## src/common/sarc_regs.svh

```systemverilog
// Register offsets, field positions, reset values and timing counts of the converter control
`ifndef SARC_REGS_SVH
`define SARC_REGS_SVH
`define SARC_OFF_CTRL      12'h000
`define SARC_OFF_CFG       12'h004
`define SARC_OFF_PSEL      12'h008
`define SARC_OFF_NSEL      12'h00c
`define SARC_OFF_RESH      12'h010
`define SARC_OFF_RESL      12'h014
`define SARC_OFF_AUX       12'h018
`define SARC_CTRL_EN       7
`define SARC_CTRL_TM       6
`define SARC_CTRL_DONE     5
`define SARC_CTRL_BUSY     4
`define SARC_CTRL_CM_LO    0
`define SARC_CFG_SC_LO     3
`define SARC_CFG_LJST      2
`define SARC_AUX_IE        0
`define SARC_AUX_T2_16     1
`define SARC_AUX_T3_16     2
`define SARC_AUX_STBY      3
`define SARC_RST_CTRL      8'h00
`define SARC_RST_CFG       8'hf8
`define SARC_RST_SEL       5'h1f
`define SARC_RST_AUX       4'h0
`define SARC_NSEL_GND      5'h11
`define SARC_NSEL_VREF     5'h10
`define SARC_PSEL_TEMP     5'h10
`define SARC_PSEL_VDD      5'h11
`define SARC_TRACK_CLKS    2'd3
`define SARC_CONV_CLKS     4'd11
`define SARC_MIN_PERIOD_NS 5000
`define SARC_CLK_NS        20
`endif

```

## src/common/sarc_pkg.sv

```systemverilog
// Types shared by the converter control block
package sarc_pkg;
  typedef enum logic [2:0] {
    SARC_SRC_SW, SARC_SRC_T0, SARC_SRC_T2, SARC_SRC_T1, SARC_SRC_EXT, SARC_SRC_T3,
    SARC_SRC_R6, SARC_SRC_R7
  } sarc_src_t;
  typedef enum logic [1:0] {SARC_IDLE, SARC_TRACK, SARC_CONV, SARC_WAITEDGE} sarc_state_t;
endpackage : sarc_pkg

```

## src/rtl/sarc_ctrl.sv

```systemverilog
// Conversion control for a 10-bit successive-approximation converter, APB slave
`include "sarc_regs.svh"
module sarc_ctrl (
  input  wire logic        sys_clk,
  input  wire logic        rst_b,
  input  wire logic        psel,
  input  wire logic        penable,
  input  wire logic        pwrite,
  input  wire logic [11:0] paddr,
  input  wire logic [31:0] pwdata,
  output logic      [31:0] prdata,
  output logic             pready,
  output logic             pslverr,
  input  wire logic        tmr0_ovf,
  input  wire logic        tmr1_ovf,
  input  wire logic        tmr2_lo_ovf,
  input  wire logic        tmr2_hi_ovf,
  input  wire logic        tmr3_lo_ovf,
  input  wire logic        tmr3_hi_ovf,
  input  wire logic        external_start_strobe,
  input  wire logic        sar_bit_in,
  output logic             sar_powered,
  output logic             sar_track,
  output logic             sar_clk_pulse,
  output logic             sar_diff_mode,
  output logic      [15:0] sar_pos_onehot,
  output logic             sar_pos_temp,
  output logic             sar_pos_vdd,
  output logic      [15:0] sar_neg_onehot,
  output logic             sar_neg_vref,
  output logic             conv_irq
);
  import sarc_pkg::*;

  // Decoded access strobes
  logic        acc_wr;
  logic        acc_rd;
  assign acc_wr = psel & penable & pwrite;
  assign acc_rd = psel & penable & ~pwrite;

  // Software registers
  logic        conv_enable_q, conv_enable_d;
  logic        track_mode_select_q, track_mode_select_d;
  logic        conv_done_flag_q, conv_done_flag_d;
  logic [2:0]  start_source_sel_q, start_source_sel_d;
  logic [4:0]  conv_clock_divider_q, conv_clock_divider_d;
  logic        left_justify_sel_q, left_justify_sel_d;
  logic [4:0]  positive_input_code_q, positive_input_code_d;
  logic [4:0]  negative_input_code_q, negative_input_code_d;
  logic [7:0]  result_high_byte_q, result_high_byte_d;
  logic [7:0]  result_low_byte_q, result_low_byte_d;
  logic        irq_enable_q, irq_enable_d;
  logic        t2_16bit_q, t2_16bit_d;
  logic        t3_16bit_q, t3_16bit_d;
  logic        standby_q, standby_d;
  logic [31:0] prdata_q, prdata_d;
  logic        pready_q, pready_d;
  logic        pslverr_q, pslverr_d;

  // Conversion engine state
  sarc_state_t state_q, state_d;
  logic [4:0]  div_cnt_q, div_cnt_d;
  logic        sclk_q, sclk_d;
  logic [3:0]  step_q, step_d;
  logic [9:0]  sar_q, sar_d;
  logic        busy_q, busy_d;
  logic        irq_q, irq_d;
  logic        sw_start_q, sw_start_d;

  // Strobe synchroniser; first stage read only by the second
  logic        strb_s1_q, strb_s2_q, strb_s3_q;
  logic        strb_rise;

  // Result formatting, used for both bytes
  function automatic logic [15:0] fmt_result(input logic [9:0] code, input logic diff,
                                            input logic ljst);
    logic [15:0] r;
    r = 16'h0000;
    if (ljst) begin
      r = {code, 6'h00};
    end else if (diff) begin
      r = {{6{code[9]}}, code};
    end else begin
      r = {6'h00, code};
    end
    return r;
  endfunction : fmt_result

  // Operand decode for register reads
  function automatic logic [31:0] rd_mux(input logic [11:0] a, input logic [7:0] ctrl,
                                        input logic [7:0] cfg, input logic [7:0] ps,
                                        input logic [7:0] ns, input logic [7:0] rh,
                                        input logic [7:0] rl, input logic [7:0] ax);
    logic [31:0] v;
    v = 32'h0000_0000;
    unique case (a)
      `SARC_OFF_CTRL: v = {24'h0, ctrl};
      `SARC_OFF_CFG:  v = {24'h0, cfg};
      `SARC_OFF_PSEL: v = {24'h0, ps};
      `SARC_OFF_NSEL: v = {24'h0, ns};
      `SARC_OFF_RESH: v = {24'h0, rh};
      `SARC_OFF_RESL: v = {24'h0, rl};
      `SARC_OFF_AUX:  v = {24'h0, ax};
      default:        v = 32'h0000_0000;
    endcase
    return v;
  endfunction : rd_mux

  logic        mapped;
  assign mapped = (paddr == `SARC_OFF_CTRL) || (paddr == `SARC_OFF_CFG) ||
                  (paddr == `SARC_OFF_PSEL) || (paddr == `SARC_OFF_NSEL) ||
                  (paddr == `SARC_OFF_RESH) || (paddr == `SARC_OFF_RESL) ||
                  (paddr == `SARC_OFF_AUX);

  // Start-event selection and timer width choice
  logic        start_evt;
  logic        diff_mode;
  logic [15:0] fmt;
  logic        sample_en;
  logic        last_step;
  assign diff_mode = (negative_input_code_q != `SARC_NSEL_GND);
  assign strb_rise = strb_s2_q & ~strb_s3_q;
  assign last_step = (step_q == `SARC_CONV_CLKS - 4'd1);
  assign fmt       = fmt_result(sar_q, diff_mode, left_justify_sel_q);

  always_comb begin
    start_evt = 1'b0;
    unique case (sarc_src_t'(start_source_sel_q))
      SARC_SRC_SW:  start_evt = sw_start_q;
      SARC_SRC_T0:  start_evt = tmr0_ovf;
      SARC_SRC_T2:  start_evt = t2_16bit_q ? tmr2_hi_ovf : tmr2_lo_ovf;
      SARC_SRC_T1:  start_evt = tmr1_ovf;
      SARC_SRC_EXT: start_evt = strb_rise;
      SARC_SRC_T3:  start_evt = t3_16bit_q ? tmr3_hi_ovf : tmr3_lo_ovf;
      default:      start_evt = 1'b0;                             // Reserved codes start nothing
    endcase
  end

  // Conversion clock divider: one pulse every divider+1 system clocks
  always_comb begin
    div_cnt_d = div_cnt_q;
    sclk_d    = 1'b0;
    if (!conv_enable_q) begin
      div_cnt_d = 5'h00;
    end else if (div_cnt_q >= conv_clock_divider_q) begin
      div_cnt_d = 5'h00;
      sclk_d    = 1'b1;
    end else begin
      div_cnt_d = div_cnt_q + 5'h01;
    end
  end
  assign sample_en = sclk_q;

  // Track, convert and completion sequencing
  always_comb begin
    state_d = state_q;
    step_d  = step_q;
    sar_d   = sar_q;
    busy_d  = busy_q;
    irq_d   = 1'b0;
    unique case (state_q)
      SARC_IDLE: begin
        step_d = 4'h0;
        if (conv_enable_q && start_evt) begin
          busy_d  = 1'b1;
          state_d = track_mode_select_q ? SARC_TRACK : SARC_CONV;
        end else if (conv_enable_q && track_mode_select_q &&
                     sarc_src_t'(start_source_sel_q) == SARC_SRC_EXT) begin
          state_d = SARC_WAITEDGE;
        end
      end
      SARC_WAITEDGE: begin
        if (!conv_enable_q || !track_mode_select_q ||
            sarc_src_t'(start_source_sel_q) != SARC_SRC_EXT) begin
          state_d = SARC_IDLE;
        end else if (strb_rise) begin
          busy_d  = 1'b1;
          step_d  = 4'h0;
          state_d = SARC_CONV;
        end
      end
      SARC_TRACK: begin
        if (sample_en) begin
          step_d = step_q + 4'h1;
          if (step_q == {2'b00, `SARC_TRACK_CLKS} - 4'h1) begin
            step_d  = 4'h0;
            state_d = SARC_CONV;
          end
        end
      end
      SARC_CONV: begin
        if (sample_en) begin
          step_d = step_q + 4'h1;
          if (step_q == 4'h0) begin
            sar_d = 10'h000;
          end else begin
            sar_d = {sar_q[8:0], sar_bit_in};                     // Serial bits MSB first
          end
          if (last_step) begin
            busy_d  = 1'b0;
            irq_d   = irq_enable_q;
            state_d = SARC_IDLE;
          end
        end
      end
    endcase
    if (!conv_enable_q) begin
      state_d = SARC_IDLE;
      busy_d  = 1'b0;
    end
  end

  // Completion pulse taken from the busy falling edge
  logic        done_evt;
  assign done_evt = busy_q & ~busy_d & (state_q == SARC_CONV) & last_step & sample_en;

  // Register writes, result capture and bus answers
  always_comb begin
    conv_enable_d         = conv_enable_q;
    track_mode_select_d   = track_mode_select_q;
    conv_done_flag_d      = conv_done_flag_q;
    start_source_sel_d    = start_source_sel_q;
    conv_clock_divider_d  = conv_clock_divider_q;
    left_justify_sel_d    = left_justify_sel_q;
    positive_input_code_d = positive_input_code_q;
    negative_input_code_d = negative_input_code_q;
    result_high_byte_d    = result_high_byte_q;
    result_low_byte_d     = result_low_byte_q;
    irq_enable_d          = irq_enable_q;
    t2_16bit_d            = t2_16bit_q;
    t3_16bit_d            = t3_16bit_q;
    standby_d             = standby_q;
    sw_start_d            = 1'b0;
    pready_d              = 1'b0;
    pslverr_d             = 1'b0;
    prdata_d              = prdata_q;
    if (psel && !penable) begin
      // Answer one cycle after setup, so access phase is always one cycle
      pready_d  = 1'b1;
      pslverr_d = ~mapped;
      prdata_d  = rd_mux(paddr,
                    {conv_enable_q, track_mode_select_q, conv_done_flag_q, busy_q, 1'b0,
                     start_source_sel_q},
                    {conv_clock_divider_q, left_justify_sel_q, 2'b00},
                    {3'b000, positive_input_code_q}, {3'b000, negative_input_code_q},
                    result_high_byte_q, result_low_byte_q,
                    {4'h0, standby_q, t3_16bit_q, t2_16bit_q, irq_enable_q});
    end
    if (acc_wr && pready_q) begin
      unique case (paddr)
        `SARC_OFF_CTRL: begin
          conv_enable_d       = pwdata[`SARC_CTRL_EN];
          track_mode_select_d = pwdata[`SARC_CTRL_TM];
          if (!pwdata[`SARC_CTRL_DONE]) begin
            conv_done_flag_d = 1'b0;
          end
          start_source_sel_d  = pwdata[`SARC_CTRL_CM_LO +: 3];
          sw_start_d          = pwdata[`SARC_CTRL_BUSY] &
                                (pwdata[`SARC_CTRL_CM_LO +: 3] == 3'h0);
        end
        `SARC_OFF_CFG: begin
          conv_clock_divider_d = pwdata[`SARC_CFG_SC_LO +: 5];
          left_justify_sel_d   = pwdata[`SARC_CFG_LJST];
        end
        `SARC_OFF_PSEL: positive_input_code_d = pwdata[4:0];
        `SARC_OFF_NSEL: negative_input_code_d = pwdata[4:0];
        `SARC_OFF_AUX: begin
          irq_enable_d = pwdata[`SARC_AUX_IE];
          t2_16bit_d   = pwdata[`SARC_AUX_T2_16];
          t3_16bit_d   = pwdata[`SARC_AUX_T3_16];
          standby_d    = pwdata[`SARC_AUX_STBY];
        end
        default: begin
          // Result bytes and unmapped words ignore writes
        end
      endcase
    end
    // Hardware set wins over a same-cycle software clear
    if (conv_done_flag_q || done_evt) begin
      conv_done_flag_d = conv_done_flag_q & conv_done_flag_d | done_evt;
    end
  end

  // Result capture: formatted at the final conversion clock
  logic [9:0]  last_code;
  logic [15:0] fmt_new;
  assign last_code = {sar_q[8:0], sar_bit_in};
  assign fmt_new   = fmt_result(last_code, diff_mode, left_justify_sel_q);

  // Strobe synchroniser
  always_ff @(posedge sys_clk) begin
    if (!rst_b) begin
      strb_s1_q <= 1'b0;
      strb_s2_q <= 1'b0;
      strb_s3_q <= 1'b0;
    end else begin
      strb_s1_q <= external_start_strobe;
      strb_s2_q <= strb_s1_q;
      strb_s3_q <= strb_s2_q;
    end
  end

  // State registers
  always_ff @(posedge sys_clk) begin
    if (!rst_b) begin
      conv_enable_q         <= 1'(`SARC_RST_CTRL >> `SARC_CTRL_EN);
      track_mode_select_q   <= 1'b0;
      conv_done_flag_q      <= 1'b0;
      start_source_sel_q    <= 3'h0;
      conv_clock_divider_q  <= 5'(`SARC_RST_CFG >> `SARC_CFG_SC_LO);
      left_justify_sel_q    <= 1'b0;
      positive_input_code_q <= `SARC_RST_SEL;
      negative_input_code_q <= `SARC_RST_SEL;
      result_high_byte_q    <= 8'h00;
      result_low_byte_q     <= 8'h00;
      irq_enable_q          <= 1'b0;
      t2_16bit_q            <= 1'b0;
      t3_16bit_q            <= 1'b0;
      standby_q             <= 1'b0;
      prdata_q              <= 32'h0000_0000;
      pready_q              <= 1'b0;
      pslverr_q             <= 1'b0;
      state_q               <= SARC_IDLE;
      div_cnt_q             <= 5'h00;
      sclk_q                <= 1'b0;
      step_q                <= 4'h0;
      sar_q                 <= 10'h000;
      busy_q                <= 1'b0;
      irq_q                 <= 1'b0;
      sw_start_q            <= 1'b0;
    end else begin
      conv_enable_q         <= conv_enable_d;
      track_mode_select_q   <= track_mode_select_d;
      conv_done_flag_q      <= conv_done_flag_d;
      start_source_sel_q    <= start_source_sel_d;
      conv_clock_divider_q  <= conv_clock_divider_d;
      left_justify_sel_q    <= left_justify_sel_d;
      positive_input_code_q <= positive_input_code_d;
      negative_input_code_q <= negative_input_code_d;
      result_high_byte_q    <= done_evt ? fmt_new[15:8] : result_high_byte_d;
      result_low_byte_q     <= done_evt ? fmt_new[7:0] : result_low_byte_d;
      irq_enable_q          <= irq_enable_d;
      t2_16bit_q            <= t2_16bit_d;
      t3_16bit_q            <= t3_16bit_d;
      standby_q             <= standby_d;
      prdata_q              <= prdata_d;
      pready_q              <= pready_d;
      pslverr_q             <= pslverr_d;
      state_q               <= state_d;
      div_cnt_q             <= div_cnt_d;
      sclk_q                <= sclk_d;
      step_q                <= step_d;
      sar_q                 <= sar_d;
      busy_q                <= busy_d;
      irq_q                 <= irq_d;
      sw_start_q            <= sw_start_d;
    end
  end

  // Analog-side outputs, each from a flip-flop
  logic        trk_q;
  logic [15:0] pos_oh_q, neg_oh_q;
  logic [3:0]  misc_q;
  logic        trk_d;
  assign trk_d = conv_enable_q & ~standby_q &
                 ((state_d == SARC_IDLE && !track_mode_select_q) ||
                  state_d == SARC_TRACK ||
                  (state_d == SARC_WAITEDGE && !strb_s2_q));
  always_ff @(posedge sys_clk) begin
    if (!rst_b) begin
      trk_q    <= 1'b0;
      pos_oh_q <= 16'h0000;
      neg_oh_q <= 16'h0000;
      misc_q   <= 4'h0;
    end else begin
      trk_q    <= trk_d;
      pos_oh_q <= positive_input_code_q[4] ? 16'h0000 :
                  16'h0001 << positive_input_code_q[3:0];
      neg_oh_q <= negative_input_code_q[4] ? 16'h0000 :
                  16'h0001 << negative_input_code_q[3:0];
      misc_q   <= {positive_input_code_q == `SARC_PSEL_TEMP,
                   positive_input_code_q == `SARC_PSEL_VDD,
                   negative_input_code_q == `SARC_NSEL_VREF, diff_mode};
    end
  end

  assign prdata         = prdata_q;
  assign pready         = pready_q;
  assign pslverr        = pslverr_q;
  assign sar_powered    = conv_enable_q;
  assign sar_track      = trk_q;
  assign sar_clk_pulse  = sclk_q;
  assign sar_pos_onehot = pos_oh_q;
  assign sar_neg_onehot = neg_oh_q;
  assign sar_pos_temp   = misc_q[3];
  assign sar_pos_vdd    = misc_q[2];
  assign sar_neg_vref   = misc_q[1];
  assign sar_diff_mode  = misc_q[0];
  assign conv_irq       = irq_q;
endmodule : sarc_ctrl

```

## config.mk

```make
export PLATFORM = sky130hd
export DESIGN_NAME = sarc_ctrl
export DESIGN_NICKNAME = d
export VERILOG_FILES = /design/src/common/sarc_pkg.sv /design/src/rtl/sarc_ctrl.sv
export VERILOG_INCLUDE_DIRS = /design/src /design/src/common
export SDC_FILE = /design/constraint.sdc
export NUM_CORES = 1
export LEC_CHECK = 0
export BUFFER_PORTS_ARGS = -buffer_cell sky130_fd_sc_hd__clkbuf_2
export CELL_PAD_IN_SITES_DETAIL_PLACEMENT = 1
export CELL_PAD_IN_SITES_GLOBAL_PLACEMENT = 2
export CORE_ASPECT_RATIO = 1.5
export CORE_UTILIZATION = 31
export DETAILED_ROUTE_END_ITERATION = 16
export HOLD_SLACK_MARGIN = 0.02
export PLACE_DENSITY = 0.77
export SYNTH_ARGS = -nofsm -noshare
export SYNTH_HDL_FRONTEND = slang
export SYNTH_SLANG_ARGS = --single-unit
```

## constraint.sdc

```tcl
create_clock -name sys_clk -period 2.6 [get_ports sys_clk]
set_input_delay 0 -clock sys_clk [delete_from_list [all_inputs] [get_ports sys_clk]]
set_output_delay 0 -clock sys_clk [all_outputs]
set_load 0.1 [all_outputs]
```

# After elaboration in Yosys (flattened, before gate mapping)
# Cells that the tools add are included.
# Widths: inputs -> output; s select.
# word_totals
reg_bits,140
in_bits,57
out_inout_bits,74
wordCells,161
# classes
addsub,2
order_cmp,1
n_eq_ne,27
shifts,2
mux,37
bitwise_logic,18
reduce_logical,42
# ops
cell,n
$pmux 8 s7,1
$eq 12x5->1 const B,3
$mux 16,2
$shl 1x4->16 const A,2
$eq 12x4->1 const B,2
$mux 2,10
$mux 4,5
$pmux 4 s4,1
$reduce_and 2->1,8
$eq 5x5->1 const B,3
$mux 1,14
$eq 12x3->1 const B,1
$logic_not 12->1,1
$and 1x1->1,11
$logic_or 1x1->1,11
$mux 9,1
$ne 2x2->1 const B,4
$pmux 2 s4,1
$reduce_and 4->1,2
$logic_and 1x1->1,7
$eq 2x2->1 const B,3
$eq 3x2->1 const B,2
$eq 3x3->1 const B,2
$logic_not 3->1,2
other kinds (19),30

# Logic depth before layout (Yosys ltp)
# logic_depth
depth_word,14
ltp_mapped,8

# Worst setup path before layout
# No wires, ideal clock.
# synth_timing
kind,reg-to-reg
start,register conv_enable_q (netlist: sar_powered)
end,register trk_q (netlist: sar_track)
setup_ns,0.116
t_arrival_ns,2.395
slack_ns,0.089
stages_incl_launch_ff,7
path_buffers,1
path_cell_list,dfxtp_1 > clkbuf_1 > o221ai_1 > a2111oi_2 > o31a_1 > nand4_1 > a31o_1
# synth_between
elab_chain_len,11
elab_cells_between_ends,20
# synth_lines
item,line_no,source
from (decl),sarc_ctrl.sv:42,"logic conv_enable_q, conv_enable_d;"
from (signal assigned),sarc_ctrl.sv:306,conv_enable_q <= 1'(`SARC_RST_CTRL >> `SARC_CTRL_EN);
from (signal assigned),sarc_ctrl.sv:332,conv_enable_q <= conv_enable_d;
$logic_and 1x1->1 or $logic_not 1->1 (tied branches),--,
$logic_and 1x1->1 or $logic_or 1x1->1 (tied branches),"sarc_ctrl.sv:167, sarc_ctrl.sv:173",
$mux 2 or $logic_or 1x1->1 (tied branches),"sarc_ctrl.sv:167, sarc_ctrl.sv:173",
$mux 2 (on tied branches),"sarc_ctrl.sv:164, sarc_ctrl.sv:173",
$pmux 2 s4,sarc_ctrl.sv:161,unique case (state_q)
$mux 2,sarc_ctrl.sv:207,if (!conv_enable_q) begin
$logic_not 2->1,sarc_ctrl.sv:366,((state_d == SARC_IDLE && !track_mode_select_q) ||
$logic_and 1x1->1,sarc_ctrl.sv:366,
$logic_or 1x1->1,sarc_ctrl.sv:366,
$logic_or 1x1->1,sarc_ctrl.sv:367,state_d == SARC_TRACK ||
$and 1x1->1 *,sarc_ctrl.sv:365,assign trk_d = conv_enable_q & ~standby_q &
to (signal assigned),sarc_ctrl.sv:376,trk_q <= trk_d;
to (decl),sarc_ctrl.sv:361,logic trk_q;
# Mark *: on every way between the ends. The rest lies on a longest branch, timed or not.
# A chain may end at the register's enable or synchronous reset.

# Final worst setup path
# layout_timing
start,register strb_s2_q
end,register trk_q (netlist: sar_track)
# layout_between
elab_chain_len,11
elab_cells_between_ends,17
# layout_lines
item,line_no,source
from (decl),sarc_ctrl.sv:71,"logic strb_s1_q, strb_s2_q, strb_s3_q;"
from (signal assigned),sarc_ctrl.sv:298,strb_s2_q <= strb_s1_q;
$and 1x1->1,sarc_ctrl.sv:122,assign strb_rise = strb_s2_q & ~strb_s3_q;
$pmux 1 s6,sarc_ctrl.sv:128,unique case (sarc_src_t'(start_source_sel_q))
$logic_and 1x1->1,sarc_ctrl.sv:164,if (conv_enable_q && start_evt) begin
$mux 2,sarc_ctrl.sv:164,
$pmux 2 s4,sarc_ctrl.sv:161,
$mux 2,sarc_ctrl.sv:207,
$logic_not 2->1,sarc_ctrl.sv:366,
$logic_and 1x1->1,sarc_ctrl.sv:366,
$logic_or 1x1->1,sarc_ctrl.sv:366,
$logic_or 1x1->1 *,sarc_ctrl.sv:367,
$and 1x1->1 *,sarc_ctrl.sv:365,
# Marks and branches as above.

==> flow_summary.json <==
{
  "fin_area_mm2": 0.006191,
  "syn2layout_area_growth_pct": 24.13,
  "slew_violations": 0,
  "synth-edff-count": 0,
  "period_share": 0.8167,
  "finalSetupTns_ns": 0,
  "pin_count": 131,
  "crit_type": "reg -> reg",
  "p_leak_nw": 2.483,
  "cp-start-kind": "register",
  "crit_required_ns": 2.91,
  "synth_area_mm2": 0.004987,
  "rows": 56,
  "netlist_instances": 539,
  "synth_compound_area_frac": 0.1124,
  "drv_cap": 0,
  "synth_top_area_cell": "dfxtp_1",
  "placed_area_mm2": 0.005500,
  "drc_errors": 0,
  "nets": 699,
  "powerDensity_mw_per_mm2": 708.2,
  "finalClockSkew_ns": 0.008985,
  "drt-total-wl_um": 13630,
  "place_congestion": 0.7656,
  "num_antenna_cells": 0,
  "clk_path_buf_depth": 2,
  "die_w_um": 105.6,
  "cts_buffers": 17,
  "synth_xor_area_frac": 0.01054,
  "cts_tree": "built",
  "fillCellCount": 1843,
  "worstMarginPinSlew_ns": 0.7174,
  "status": "finished clean",
  "first_iter_violations": 146,
  "cts_hold_buf": 10,
  "cts_resized": 0,
  "cp_max_fo": 5,
  "end_kind": "register",
  "track_usage": 0.1739,
  "setup_viol": 0,
  "relSlewSlack": 0.5211,
  "cts_htree_levels": 4,
  "cts.sinks": 116,
  "drive_gt1_frac": 0.2103,
  "path_clk_slew_ns": 0.06,
  "synthAdderAreaFrac": 0.03261,
  "synth_area_leaders": "dfxtp_1 (47%), mux2i_1 (7.2%), nor2_1 (6.1%)",
  "first_global_vias": 4340,
  "synthMuxAreaShare": 0.1016,
  "wl_per_cell_um": 16.13,
  "routed_via_density": 4.786,
  "synth-simple-area-share": 0.2062,
  "synth_top_family_by_area": "simple AND/OR/NAND/NOR gates",
  "ir_worst_vdd_v": 0.0004341,
  "synth-main-ff-cell": "dfxtp_1",
  "synth_top_area_share": 0.4656,
  "totalPowerFinal_w": 0.004384,
  "antenna_found_initial": 0,
  "finalCriticalPeriod_ns": 2.124,
  "ys_ff_latch": 116,
  "firstDrtPassIters": 4,
  "cp.arrival_ns": 2.44,
  "cts-root-buf": "clkbuf_16",
  "ys_async_sr_fraction": 0,
  "globalRoute.totalOverflow": 0,
  "max_freq_mhz": 470.9,
  "synth_warnings": 0,
  "insertion_delay_ns": 0.42,
  "fp.dieH_um": 157.3,
  "drt.antenna.violating_nets": 0,
  "ys_seq_area_frac": 0.4656,
  "synth.distinct_cells": 59,
  "dp_hpwl_um": 10180,
  "die-area_mm2": 0.01661,
  "rsz0062_at_grt": "false",
  "hp-class": "in -> reg",
  "grt_pass1_wl_um": 22050,
  "design.core.area_mm2": 0.01570,
  "grt_max_degree": 46,
  "synth.avg_cell_area_um2": 9.253,
  "hold_viol": 0,
  "start_util": 0.3178,
  "port-buffer-count": 82,
  "dr_total_vias": 4044,
  "cts_setup_buffers": 0
}
-- layout make-up --
class	instances	area, µm²	share of cell area
multi-input combinational	380	2401	0.3878
tap	203	254.0	0.04103
sequential	116	2322	0.3751
clock inverter	14	151.4	0.02445
timing repair buffer	100	570.5	0.09216
inverter	14	52.55	0.008488
clock buffer	18	439.2	0.07094
-- worst max-delay path, cell delays in order (launching register included) --
cell	delay, ns
dfxtp_1	0.35
nor2b_1	0.29
o21bai_1	0.13
a2111oi_2	0.64
a32oi_1	0.24
o311a_1	0.17
a31o_1	0.21
-- per-stage QoR --
step | std cells | utilization | hold WS [ns] | setup slack [ns]
CTS | 845 | 0.3945 | 0.06850 | 0.4644
global placement | 803 | 0.3504 | 0.2047 | 0.5308
finish | 845 | 0.3945 | 0.08211 | 0.4765
detailed placement | 803 | 0.3504 | 0.2221 | 0.4416
floorplan | 562 | - | 0.1273 | 0.08928
global route | 845 | 0.3945 | 0.1114 | 0.2434
-- sequential cells by signal (all words and copies together), names as in the netlist, 8 cells and up --
register            cells
sar_neg_onehot         16
sar_pos_onehot         16
sar_q                   9
prdata                  8
result_high_byte_d      8
result_low_byte_d       8
-- cell usage after synthesis (all sizes together), types with 3 or more instances --
master,count
a211oi,10
a21o,4
a21oi,23
a22oi,9
and2,6
and3,4
and3b,3
buf,30
clkbuf,22
dfxtp,116
ha,13
inv,14
mux2,3
mux2i,36
mux4,5
nand2,45
nand2b,10
nand3,11
nand3b,10
nand4,4
nor2,82
nor2b,5
nor3,19
o211ai,7
o21ai,8
xor2,4
-- logic make-up after synthesis --
family	Yosys count
other	1
and+or+nand+nor	211
muxes	44
AOI/OAI and AO/OA	82
xor gates and xnor gates	6
buffers and inverters	66
adders and majority gates	13
DFF	116
-- cell usage in the layout (no fill, tap or decap), types with 11 or more instances in the layout --
master,instances
nand2_1,45
nor3_1,18
ha_1,13
nor2_1,81
inv_1,14
nand3_1,11
mux2i_1,36
dfxtp_1,116
clkbuf_16,17
clkbuf_2,82
conb_1,24
a21oi_1,23
-- final timing paths --
check | start | endpoint | slack, ns | cells after the start
worst min register to register | prdata[6]$_SDFFE_PN0P_ | prdata[6]$_SDFFE_PN0P_ | 0.45 | 2
worst max register to register | strb_s2_q$_SDFF_PN0_ | sar_track$_SDFF_PN0_ | 0.48 | 6
worst min-delay path | paddr[0] | pslverr$_SDFF_PN0_ | 0.08 | 5
worst max-delay path | strb_s2_q$_SDFF_PN0_ | sar_track$_SDFF_PN0_ | 0.48 | 6
-- per-layer routing --
layer | wire, µm | vias to the layer above | GRT usage
met5 | 0 | - | 0
met4 | 406 | 0 | 0.09325
met3 | 427 | 27 | 0.03727
met2 | 7684 | 98 | 0.3387
met1 | 5111 | 1916 | 0.1693
li1 | - | 2003 | -
-- power breakdown --
part,total [W],internal (W),switching (W)
clock network,0.00231,0.00144,0.000865
logic,0.000291,0.0000525,0.000239
registers,0.00178,0.00178,0.00000159
total,0.00438,0.00328,0.00111
Note: power is estimated with default switching activity, not from simulation.
